## config.mk

```make
export PLATFORM = sky130hd
export DESIGN_NAME = csp_top
export DESIGN_NICKNAME = d
export VERILOG_FILES = /design/src/design/csp_pkg.sv /design/src/design/csp_divider.sv /design/src/design/csp_top.sv
export SDC_FILE = /design/constraint.sdc
export NUM_CORES = 1
export LEC_CHECK = 0
export BUFFER_PORTS_ARGS = -buffer_cell sky130_fd_sc_hd__buf_2
export CAP_MARGIN = 20
export CELL_PAD_IN_SITES_DETAIL_PLACEMENT = 1
export CELL_PAD_IN_SITES_GLOBAL_PLACEMENT = 2
export CORE_MARGIN = 1.5
export CORE_UTILIZATION = 30
export DETAILED_ROUTE_END_ITERATION = 6
export PLACE_DENSITY = 0.78
export SLEW_MARGIN = 30
export SYNTH_ARGS = -nofsm -noshare
export SYNTH_HDL_FRONTEND = slang
export SYNTH_SLANG_ARGS = --single-unit
```

## constraint.sdc

```tcl
create_clock -name aclk -period 2.1 [get_ports aclk]
set_input_delay 0.315 -clock aclk [delete_from_list [all_inputs] [get_ports aclk]]
set_output_delay 0.315 -clock aclk [all_outputs]
set_load 0.03 [all_outputs]
```

## src/design/csp_pkg.sv

```systemverilog
// Purpose: Shared constants and types for the clock source and PLL control block
// Assumes: AXI4-Lite register access, 32-bit data, one word per register
// Notes: Register offsets are chosen for this block
package csp_pkg;
	// ==========================================================
	// Register map
	localparam logic [7:0] CSP_OFF_MAIN = 8'h00;
	localparam logic [7:0] CSP_OFF_TRIM = 8'h04;
	localparam logic [7:0] CSP_OFF_SUPPLY = 8'h08;
	localparam logic [7:0] CSP_OFF_PLL_TEST_REG = 8'h0C;
	localparam logic [7:0] CSP_OFF_CAL5_HI = 8'h10;
	localparam logic [7:0] CSP_OFF_CAL5_LO = 8'h14;
	localparam logic [7:0] CSP_OFF_CAL33_HI = 8'h18;
	localparam logic [7:0] CSP_OFF_CAL33_LO = 8'h1C;
	localparam logic [7:0] CSP_OFF_STATUS = 8'h20;
	// ==========================================================
	// Field positions and reset values
	localparam int CSP_MAIN_SLOW = 0;
	localparam int CSP_MAIN_CLKOUT = 1;
	localparam int CSP_SUP_SETTLED = 0;
	localparam int CSP_SUP_TRIM_LSB = 5;
	localparam int CSP_PLL_TEST_REG_HALF = 0;
	localparam logic [7:0] CSP_MAIN_RST = 8'h00;
	localparam logic [7:0] CSP_TRIM_RST = 8'hFF;
	localparam logic [1:0] CSP_TRIM_LO_RST = 2'h0;
	localparam logic [7:0] CSP_MAIN_WMASK = 8'h03;
	localparam logic [1:0] CSP_RESP_OKAY = 2'h0;
	localparam logic [1:0] CSP_RESP_SLVERR = 2'h2;
	// ==========================================================
	// Dividers and timing
	localparam int CSP_SLOW_DIV = 32;
	localparam int CSP_TIMER_IN_DIV = 2;
	localparam int CSP_MUL_LOW = 4;
	localparam int CSP_MUL_HIGH = 8;
	localparam int CSP_CLK_MHZ = 200;
	localparam int CSP_STARTUP_US = 1;
	localparam int CSP_STARTUP_CYC = CSP_STARTUP_US * CSP_CLK_MHZ;
	localparam int CSP_DIV_W = 5;
	// ==========================================================
	// Option byte clock source codes
	typedef enum logic [2:0] {
		CSP_SRC_EXT = 3'h0,
		CSP_SRC_XTAL0 = 3'h1,
		CSP_SRC_XTAL1 = 3'h2,
		CSP_SRC_XTAL2 = 3'h3,
		CSP_SRC_XTAL3 = 3'h4,
		CSP_SRC_XTAL4 = 3'h5,
		CSP_SRC_RC = 3'h6,
		CSP_SRC_PIN = 3'h7
	} csp_src_e;
	typedef struct packed {
		csp_src_e src;
		logic pll_en;
		logic pll_x8;
		logic tpll_en;
		logic ext16;
	} csp_opt_s;
	typedef enum logic [2:0] {
		CSP_ST_OFF = 3'b001,
		CSP_ST_WAIT = 3'b010,
		CSP_ST_LOCK = 3'b100
	} csp_pll_e;
	// ==========================================================
	// Factory trim reorder into stored layout
	function automatic logic [7:0] csp_lo_byte(input logic [1:0] lo);
		csp_lo_byte = {1'b0, lo, 5'h00};
	endfunction
endpackage

```

## src/design/csp_divider.sv

```systemverilog
// Purpose: Clock-enable divider for one source tick stream
// Assumes: Single clock domain, tick marks one source edge
// Notes: Produces one pulse every DIV input ticks
module csp_divider import csp_pkg::*; #(
	parameter int DIV = 32,
	parameter int W = 5
) (
	// Clock and reset
	input wire logic aclk,
	input wire logic aresetn,
	// Ticks
	input wire logic tick_in,
	output logic tick_out
);
	localparam logic [W-1:0] LAST = W'(DIV - 1);
	logic [W-1:0] count;
	// ==========================================================
	// Counter
	always_ff @(posedge aclk) begin
		if (!aresetn) begin
			count <= '0;
			tick_out <= 1'b0;
		end else begin
			tick_out <= 1'b0;
			if (tick_in) begin
				if (count == LAST) begin
					count <= '0;
					tick_out <= 1'b1;
				end else begin
					count <= count + W'(1);
				end
			end
		end
	end
endmodule

```

## src/design/csp_top.sv

```systemverilog
// Purpose: Clock source selection, PLL control, slow mode and RC trim registers
// Assumes: Source clocks arrive as slow levels, synchronised and edge-detected on aclk; option byte is static
// Notes: Analog oscillators and PLL loops are outside; this is their control
//
// Operation
// RC trim is ten bits: eight in trim register, two in supply bits 6:5.
// Every reset restores the trim register to FFh.
// Trim code monotonic: 00h fastest, FFh slowest frequency.
// Factory trims for 5V and 3.3V readable only, high and low bytes.
// Stored low trim byte holds its two bits at positions 5 and 6.
// Main PLL multiplies 1 MHz RC or external by 4 or 8.
// PLL off and RC on: oscillator clock is the RC output.
// RC and PLL both off: oscillator clock is external input.
// Settled flag set once PLL output reaches operating frequency.
// RC with x8 and halving bit set gives 4 MHz.
// Timer PLL multiplies 8 MHz by 4 for the timer only.
// A 16 MHz source is divided by 2 to feed the timer PLL.
// Main clock register bits 7:2 read zero; reset value 00h.
// Main register bit 1 enables clock output, else pin is plain I/O.
// Main register bit 0 selects oscillator clock divided by 32.
// Software tunes trim by binary search starting at 80h.
// Programming mode forces RC as source regardless of option byte.
// Parts without RC use tool-supplied clock in programming mode.
// Crystal oscillator keeps running through reset.
// Without multi-oscillator, designated pin is the external clock.
// Option byte selects external, five crystal settings or RC.
// Software recalibrates trim when voltage or temperature changes.
// Enabled PLL outputs its clock only after a start-up delay.
// Selection static after reset, glitch-free, gated until settled.
module csp_top import csp_pkg::*; #(
	parameter int STARTUP_CYC = CSP_STARTUP_CYC,
	parameter logic [7:0] CAL5_HI = 8'h80,
	parameter logic [1:0] CAL5_LO = 2'h0,
	parameter logic [7:0] CAL33_HI = 8'h80,
	parameter logic [1:0] CAL33_LO = 2'h0
) (
	// Clock and reset
	input wire logic aclk,
	input wire logic aresetn,
	// AXI4-Lite write
	input wire logic [7:0] s_axi_awaddr,
	input wire logic s_axi_awvalid,
	output logic s_axi_awready,
	input wire logic [31:0] s_axi_wdata,
	input wire logic [3:0] s_axi_wstrb,
	input wire logic s_axi_wvalid,
	output logic s_axi_wready,
	output logic [1:0] s_axi_bresp,
	output logic s_axi_bvalid,
	input wire logic s_axi_bready,
	// AXI4-Lite read
	input wire logic [7:0] s_axi_araddr,
	input wire logic s_axi_arvalid,
	output logic s_axi_arready,
	output logic [31:0] s_axi_rdata,
	output logic [1:0] s_axi_rresp,
	output logic s_axi_rvalid,
	input wire logic s_axi_rready,
	// Option byte and mode
	input wire csp_opt_s opt,
	input wire logic icc_rc_mode,
	// Source ticks from oscillators and PLL
	input wire logic rc_tick,
	input wire logic xtal_tick,
	input wire logic ext_tick,
	input wire logic pin_tick,
	input wire logic pll_tick,
	input wire logic pll_at_freq,
	input wire logic tpll_tick,
	// Oscillator and PLL controls
	output logic [9:0] rc_trim,
	output logic rc_enable,
	output logic xtal_enable,
	output logic pll_enable,
	output logic pll_x8,
	output logic pll_half,
	output logic tpll_enable,
	output logic tpll_in_tick,
	output logic timer_tick,
	// Clock outputs
	output logic osc_tick,
	output logic cpu_tick,
	output logic clock_output_enable,
	output logic clock_out_tick
);
	// ==========================================================
	// Input synchronisers
	logic [7:0] sync1;
	logic [7:0] sync2;
	logic [7:0] sync3;
	// No reset, so the mode pin has settled when options are taken
	always_ff @(posedge aclk) begin
		sync1 <= {pll_tick, icc_rc_mode, rc_tick, xtal_tick, ext_tick, pin_tick, pll_at_freq,
			tpll_tick};
		sync2 <= sync1;
		sync3 <= sync2;
	end
	logic icc_s;
	logic [7:0] rise;
	assign icc_s = sync2[6];
	assign rise = sync2 & ~sync3;
	// ==========================================================
	// Static option capture
	csp_opt_s opt_q;
	logic opt_taken;
	always_ff @(posedge aclk) begin
		if (!aresetn) begin
			opt_taken <= 1'b0;
			opt_q <= '{src: CSP_SRC_PIN, pll_en: 1'b0, pll_x8: 1'b0, tpll_en: 1'b0,
				ext16: 1'b0};
		end else if (!opt_taken) begin
			opt_taken <= 1'b1;
			opt_q <= opt;
			if (icc_s) begin
				opt_q.src <= CSP_SRC_RC;
			end
		end
	end
	function automatic logic csp_is_xtal(input csp_src_e s);
		csp_is_xtal = (s >= CSP_SRC_XTAL0) && (s <= CSP_SRC_XTAL4);
	endfunction
	// ==========================================================
	// Registers
	logic [7:0] main_clock_ctrl_status;
	logic [7:0] rc_trim_high;
	logic [1:0] trim_lower_bits;
	logic pll_halving_bit;
	logic pll_settled_flag;
	logic aw_ok;
	logic w_ok;
	logic [7:0] aw_q;
	logic [31:0] w_q;
	logic [3:0] ws_q;
	logic wr_go;
	assign wr_go = aw_ok && w_ok && !s_axi_bvalid;
	always_ff @(posedge aclk) begin
		if (!aresetn) begin
			aw_ok <= 1'b0;
			w_ok <= 1'b0;
			aw_q <= '0;
			w_q <= '0;
			ws_q <= '0;
			s_axi_awready <= 1'b0;
			s_axi_wready <= 1'b0;
			s_axi_bvalid <= 1'b0;
			s_axi_bresp <= CSP_RESP_OKAY;
		end else begin
			s_axi_awready <= !aw_ok && !s_axi_awready && s_axi_awvalid;
			s_axi_wready <= !w_ok && !s_axi_wready && s_axi_wvalid;
			if (s_axi_awvalid && s_axi_awready) begin
				aw_ok <= 1'b1;
				aw_q <= s_axi_awaddr;
			end
			if (s_axi_wvalid && s_axi_wready) begin
				w_ok <= 1'b1;
				w_q <= s_axi_wdata;
				ws_q <= s_axi_wstrb;
			end
			if (wr_go) begin
				aw_ok <= 1'b0;
				w_ok <= 1'b0;
				s_axi_bvalid <= 1'b1;
				s_axi_bresp <= (aw_q <= CSP_OFF_STATUS && aw_q[1:0] == 2'h0) ?
					CSP_RESP_OKAY : CSP_RESP_SLVERR;
			end else if (s_axi_bvalid && s_axi_bready) begin
				s_axi_bvalid <= 1'b0;
			end
		end
	end
	always_ff @(posedge aclk) begin
		if (!aresetn) begin
			main_clock_ctrl_status <= CSP_MAIN_RST;
			rc_trim_high <= CSP_TRIM_RST;
			trim_lower_bits <= CSP_TRIM_LO_RST;
			pll_halving_bit <= 1'b0;
		end else if (wr_go && ws_q[0]) begin
			unique case (aw_q)
				CSP_OFF_MAIN: main_clock_ctrl_status <= w_q[7:0] & CSP_MAIN_WMASK;
				CSP_OFF_TRIM: rc_trim_high <= w_q[7:0];
				CSP_OFF_SUPPLY: trim_lower_bits <= w_q[CSP_SUP_TRIM_LSB +: 2];
				CSP_OFF_PLL_TEST_REG: pll_halving_bit <= w_q[CSP_PLL_TEST_REG_HALF];
				default: ;
			endcase
		end
	end
	// ==========================================================
	// Read channel
	logic [7:0] rd_byte;
	logic rd_ok;
	always_comb begin
		rd_byte = 8'h00;
		rd_ok = 1'b1;
		unique case (s_axi_araddr)
			CSP_OFF_MAIN: rd_byte = main_clock_ctrl_status;
			CSP_OFF_TRIM: rd_byte = rc_trim_high;
			CSP_OFF_SUPPLY: rd_byte = {1'b0, trim_lower_bits, 4'h0, pll_settled_flag};
			CSP_OFF_PLL_TEST_REG: rd_byte = {7'h00, pll_halving_bit};
			CSP_OFF_CAL5_HI: rd_byte = CAL5_HI;
			CSP_OFF_CAL5_LO: rd_byte = csp_lo_byte(CAL5_LO);
			CSP_OFF_CAL33_HI: rd_byte = CAL33_HI;
			CSP_OFF_CAL33_LO: rd_byte = csp_lo_byte(CAL33_LO);
			CSP_OFF_STATUS: rd_byte = {5'h00, opt_q.src};
			default: rd_ok = 1'b0;
		endcase
	end
	always_ff @(posedge aclk) begin
		if (!aresetn) begin
			s_axi_arready <= 1'b0;
			s_axi_rvalid <= 1'b0;
			s_axi_rdata <= '0;
			s_axi_rresp <= CSP_RESP_OKAY;
		end else begin
			s_axi_arready <= !s_axi_rvalid && !s_axi_arready && s_axi_arvalid;
			if (s_axi_arvalid && s_axi_arready) begin
				s_axi_rvalid <= 1'b1;
				s_axi_rdata <= {24'h000000, rd_byte};
				s_axi_rresp <= rd_ok ? CSP_RESP_OKAY : CSP_RESP_SLVERR;
			end else if (s_axi_rvalid && s_axi_rready) begin
				s_axi_rvalid <= 1'b0;
			end
		end
	end
	// ==========================================================
	// PLL start-up and settle state
	csp_pll_e pll_st;
	logic [15:0] pll_cnt;
	always_ff @(posedge aclk) begin
		if (!aresetn) begin
			pll_st <= CSP_ST_OFF;
			pll_cnt <= '0;
			pll_settled_flag <= 1'b0;
		end else begin
			unique case (pll_st)
				CSP_ST_OFF: begin
					if (opt_taken && opt_q.pll_en) begin
						pll_st <= CSP_ST_WAIT;
					end
				end
				CSP_ST_WAIT: begin
					if (pll_cnt == 16'(STARTUP_CYC - 1)) begin
						if (sync2[1]) begin
							pll_st <= CSP_ST_LOCK;
							pll_settled_flag <= 1'b1;
						end
					end else begin
						pll_cnt <= pll_cnt + 16'h0001;
					end
				end
				CSP_ST_LOCK: pll_settled_flag <= 1'b1;
				default: pll_st <= CSP_ST_OFF;
			endcase
		end
	end
	// ==========================================================
	// Source mux, glitch-free by per-tick selection
	logic src_tick;
	logic pll_gate;
	logic half_tog;
	assign pll_gate = pll_st == CSP_ST_LOCK;
	always_comb begin
		src_tick = 1'b0;
		if (!opt_taken) begin
			src_tick = 1'b0;
		end else if (opt_q.pll_en) begin
			src_tick = pll_gate && (pll_halving_bit && opt_q.pll_x8 ? half_tog : 1'b1) &&
				rise[7];
		end else if (opt_q.src == CSP_SRC_RC) begin
			src_tick = rise[5];
		end else if (csp_is_xtal(opt_q.src)) begin
			src_tick = rise[4];
		end else if (opt_q.src == CSP_SRC_EXT) begin
			src_tick = rise[3];
		end else begin
			src_tick = rise[2];
		end
	end
	// Halving of the PLL tick stream
	always_ff @(posedge aclk) begin
		if (!aresetn) begin
			half_tog <= 1'b0;
		end else if (rise[7]) begin
			half_tog <= !half_tog;
		end
	end
	// ==========================================================
	// Slow mode and clock outputs
	logic slow_tick;
	csp_divider #(.DIV(CSP_SLOW_DIV), .W(CSP_DIV_W)) u_slow (
		.aclk(aclk),
		.aresetn(aresetn),
		.tick_in(src_tick),
		.tick_out(slow_tick)
	);
	logic tdiv;
	always_ff @(posedge aclk) begin
		if (!aresetn) begin
			osc_tick <= 1'b0;
			cpu_tick <= 1'b0;
			clock_out_tick <= 1'b0;
			clock_output_enable <= 1'b0;
			tdiv <= 1'b0;
			tpll_in_tick <= 1'b0;
			timer_tick <= 1'b0;
		end else begin
			osc_tick <= src_tick;
			cpu_tick <= main_clock_ctrl_status[CSP_MAIN_SLOW] ? slow_tick : src_tick;
			clock_output_enable <= main_clock_ctrl_status[CSP_MAIN_CLKOUT];
			clock_out_tick <= main_clock_ctrl_status[CSP_MAIN_CLKOUT] &&
				(main_clock_ctrl_status[CSP_MAIN_SLOW] ? slow_tick : src_tick);
			if (src_tick) begin
				tdiv <= !tdiv;
			end
			tpll_in_tick <= opt_q.tpll_en && src_tick && (!opt_q.ext16 || tdiv);
			timer_tick <= opt_q.tpll_en && rise[0];
		end
	end
	// ==========================================================
	// Control outputs
	always_ff @(posedge aclk) begin
		if (!aresetn) begin
			rc_trim <= {CSP_TRIM_RST, CSP_TRIM_LO_RST};
			rc_enable <= 1'b0;
			xtal_enable <= 1'b1;
			pll_enable <= 1'b0;
			pll_x8 <= 1'b0;
			pll_half <= 1'b0;
			tpll_enable <= 1'b0;
		end else begin
			rc_trim <= {rc_trim_high, trim_lower_bits};
			rc_enable <= opt_q.src == CSP_SRC_RC;
			xtal_enable <= !opt_taken || csp_is_xtal(opt_q.src);
			pll_enable <= opt_q.pll_en;
			pll_x8 <= opt_q.pll_x8;
			pll_half <= pll_halving_bit;
			tpll_enable <= opt_q.tpll_en;
		end
	end
	// ==========================================================
	// Assertions
	a_main_reserved: assert property (@(posedge aclk) disable iff (!aresetn)
		main_clock_ctrl_status[7:2] == 6'h00) else $error("main reserved bits set");
	a_trim_reset: assert property (@(posedge aclk) $rose(aresetn) |->
		rc_trim_high == 8'hFF) else $error("trim not FFh after reset");
	a_trim_out: assert property (@(posedge aclk) disable iff (!aresetn)
		##1 rc_trim == {$past(rc_trim_high), $past(trim_lower_bits)}) else
		$error("trim output mismatch");
	a_settle_gate: assert property (@(posedge aclk) disable iff (!aresetn)
		opt_q.pll_en && !pll_settled_flag |-> !src_tick) else $error("PLL clock before settle");
	a_settle_delay: assert property (@(posedge aclk) disable iff (!aresetn)
		$rose(pll_settled_flag) |-> pll_cnt == 16'(STARTUP_CYC - 1)) else
		$error("settle before start-up delay");
	a_settle_freq: assert property (@(posedge aclk) disable iff (!aresetn)
		$rose(pll_settled_flag) |-> $past(sync2[1])) else $error("settle without lock");
	a_clkout_gate: assert property (@(posedge aclk) disable iff (!aresetn)
		!clock_output_enable |-> !clock_out_tick) else $error("clock out while disabled");
	a_slow_mode: assert property (@(posedge aclk) disable iff (!aresetn)
		main_clock_ctrl_status[CSP_MAIN_SLOW] && $stable(main_clock_ctrl_status) |=>
		cpu_tick == $past(slow_tick)) else $error("slow mode not divided");
	a_lo_layout: assert property (@(posedge aclk) disable iff (!aresetn)
		s_axi_arvalid && s_axi_arready && s_axi_araddr == CSP_OFF_CAL5_LO |=>
		s_axi_rdata[7:0] == {1'b0, CAL5_LO, 5'h00}) else $error("low trim layout wrong");
	c_write_main: cover property (@(posedge aclk) wr_go && aw_q == CSP_OFF_MAIN);
	c_pll_settle: cover property (@(posedge aclk) $rose(pll_settled_flag));
	c_slow_tick: cover property (@(posedge aclk) cpu_tick && main_clock_ctrl_status[0]);
endmodule

```

==> reports/metrics.csv <==
stage,metric,value,unit
run_status,status,"finished, final reports clean",
floorplan,FP Rows,45,
logic_synthesis,Main synth FF type,dfxtp_1,
timing,final setup vio count,0,
timing,Slew @ Worst Pin,0.537,ns
route,post-route ant nets,0,
global_routing,gr usage total,14.8,%
logic_synthesis,sequential-to-total area share from yosys stat,53.4,%
pwr,Clk pwr share,53.2,%
global_routing,global-route wire length before repair,18.8,mm
route,DRC Markers,0,
floorplan,die height,129,um
worst_hold_path,Worst Hold Class,input pin to flip-flop,
finish,Reg area,2540,sq um
logic_synthesis,syn_area_per_cell,9.42,sq um
finish,"commonest non-fill, non-tap cells in the layout","dfxtp_1 (127), buf_2 (83), nand2_1 (71)",
global_routing,largest net degree at the start of global routing,48,
pwr,leak pwr,0.00257,uW
setup_path,WS Path Type,flip-flop to flip-flop,
clock_tree,CTS Root Cell,clkbuf_16,
place,Placer Congestion,0.769,
finish,"most common cell after layout, fill and taps aside",dfxtp_1,
logic_synthesis,Ys Warns,0,
timing,Max Freq,528,MHz
clock_tree,"CTS clk-pin slew, worst paths",0.06,ns
finish,nets@finish,684,
timing,Setup TNS,0,ns
clock_tree,CTS buffer count,17,
place,port buffer count,83,
route,via count,3848,
timing,RSZ-0062 raised after global routing,false,
logic_synthesis,Unique masters post-synth,57,
route,routed vias/inst,4.63,
finish,antenna fix cells,0,
setup_path,CP Data Arrival Time,2.24,ns
finish,# fillers,1811,
clock_tree,CTS max path bufs,2,
clock_tree,CTS tree,built,
place,dpl hpwl,8.39,mm
finish,area of the multi-input gates,2020,sq um
pwr,Internal,4710,uW
floorplan,core footprint,15400,sq um
route,drt initial violations,156,
timing,fin crit share,90.1,%
floorplan,I/O pins,137,
clock_tree,H-tree Lvls,4,
finish,layout cells sized above 1,21.9,%
timing,Final Max Slew Viols,0,
finish,Syn-to-layout area delta,28.2,%
logic_synthesis,number of synthesized flops with an enable pin,0,
route,Avg WL per Cell,14.2,um
setup_path,CP required,2.45,ns
logic_synthesis,Mapped Cells,505,
setup_path,crit start category,flip-flop,
clock_tree,total clock sinks,127,
setup_path,largest fanout on the critical path,12,
route,drt pass-1 iters,4,
clock_tree,setup bufs post-CTS,0,
timing,final hold vios,0,
place,Cells after DPL,791,
pwr,NetSw,1380,uW
floorplan,Die W,129,um
timing,Final Worst Setup Slack,0.207,ns
clock_tree,Worst-Skew Late Latency,0.42,ns
pwr,Reg power frac,41.3,%
pwr,Max VDD drop,0.613,mV
floorplan,DIE AREA,16600,sq um
timing,clk_skew,0.00444,ns
setup_path,R2R Setup Slk,0.21,ns
floorplan,starting density of the core,31.0,%
route,final WL,11.8,mm
global_routing,vias in the first global route,3986,
logic_synthesis,"Cell Area, Synth",4760,sq um
timing,minimum clock period,1.89,ns
pwr,Sw Ratio,22.7,%
pwr,Comb pwr share,5.5,%
global_routing,initial antenna violation count,0,
logic_synthesis,async set-reset flop share out of synthesis,0,%
logic_synthesis,register bit total from synthesis,127,
timing,max_slew headroom,64.0,%
finish,fin cells,831,
setup_path,endpoint class of the critical path,flip-flop,
global_routing,GRT overflow,0,
place,Placement Setup Slack,0.138,ns
flow_run,total of max-cap violations,0,
pwr,Cell Pwr Density,999,nW/um^2
cell families after synthesis:
logic type               count (synthesis)  share of synthesized area (%)
AND/OR/NAND/NOR                        210                           22.5
flip-flops                             127                           53.4
AO/OA/AOI/OAI                           78                           10.2
buffers and inverters                   54                           6.34
multiplexers                            20                           4.50
XOR/XNOR                                12                           2.21
adder cells (fa/ha/maj)                  3                          0.789
other                                    1                         0.0788
stage by stage:
step / total power [uW] / cell area (sq um) / hold slack, ns / utilization [%]
after floorplan: 2810 / 4850 / 0.310 / -
after global routing: 6330 / 6100 / 0.119 / 39.7
after CTS: 6180 / 6090 / 0.111 / 39.6
final: 6100 / 6100 / 0.134 / 39.7
after global placement: 2890 / 5360 / 0.310 / 34.8
after detailed placement: 2900 / 5360 / 0.313 / 34.8
timing repair:
item | 4_1_cts | 5_1_grt
gates resized for setup | 0 | 1
hold buffers | 8 | 0
endpoints found under the setup margin | 0 | 1
hold endpoints to repair | 8 | 0
critical path, stage by stage (launching register included):
cell and delay, ns:
dfxtp_1 0.33, ha_1 0.25, and4_1 0.21, nand4_1 0.09, buf_4 0.21, nand3b_4 0.15, or4_1 0.44, a21oi_1 0.16
metal layers:
layer	global-route usage (%)	vias to the layer above	part of all wire, %
met1	16.3	1864	44
li1	-	1903	-
met5	0	-	0
met4	6.28	0	1.3
met2	26.3	69	51
met3	4.74	12	4.0
flip-flops by register name (all words and copies together) (netlist names), 2 cells and up:
register / flops
pll_cnt: 16
rc_trim: 10
aw_q: 8
rc_trim_high: 8
s_axi_rdata: 8
sync1: 8
sync2: 8
w_q: 8
opt_q: 7
sync3: 6
u_slow.count: 5
pll_st: 3
main_clock_ctrl_status: 2
trim_lower_bits: 2
synth_stat cells (3+ instances only):
cell      instances  area (sq um)
nand2_1          71           267
nand3_1          24           120
nor3_1           11          55.1
ha_1              3          37.5
o21ai_0          16          80.1
a22oi_1           4          30.0
clkbuf_1         15          56.3
buf_4            26           195
xor2_1           10          87.6
nor4_1            5          31.3
and2_1            7          43.8
and3b_1           3          26.3
nor2_1           28           105
a32o_1            3          30.0
or3_1             4          25.0
nand4_1           7          43.8
inv_1             9          33.8
o31ai_1           3          22.5
nand2b_1         18           113
mux2i_1          18           180
nor2b_1           6          37.5
dfxtp_1         127          2540
a21oi_1          33           165
o211ai_1          3          22.5
and3_1           10          62.6
buf_1             3          11.3
power groups by stage:
stage               combinational, uW  sequential, uW  clock (uW)
global placement                  320            2570           0
global route                      370            2530        3440
finish                            337            2520        3240
detailed placement                328            2570           0
floorplan                         234            2580           0
CTS                               340            2520        3330
final cells by class:
type,instances,share of cell area [%]
Sequential cell,127,41.7
Inverter,9,0.554
Timing Repair Buffer,103,9.60
Clock inverter,15,3.81
Multi-Input combinational cell,349,33.1
Clock buffer,17,6.97
Tap cell,211,4.33
path summary, 6_finish.rpt:
path,startpoint,endpoint,cells past startpoint
max,pll_cnt[0],pll_cnt[14],7
min,s_axi_wvalid,s_axi_wready,3
max reg2reg,pll_cnt[0],pll_cnt[14],7
min reg2reg,sync1[0],sync2[0],0
Power figures use the tool's default switching activity.
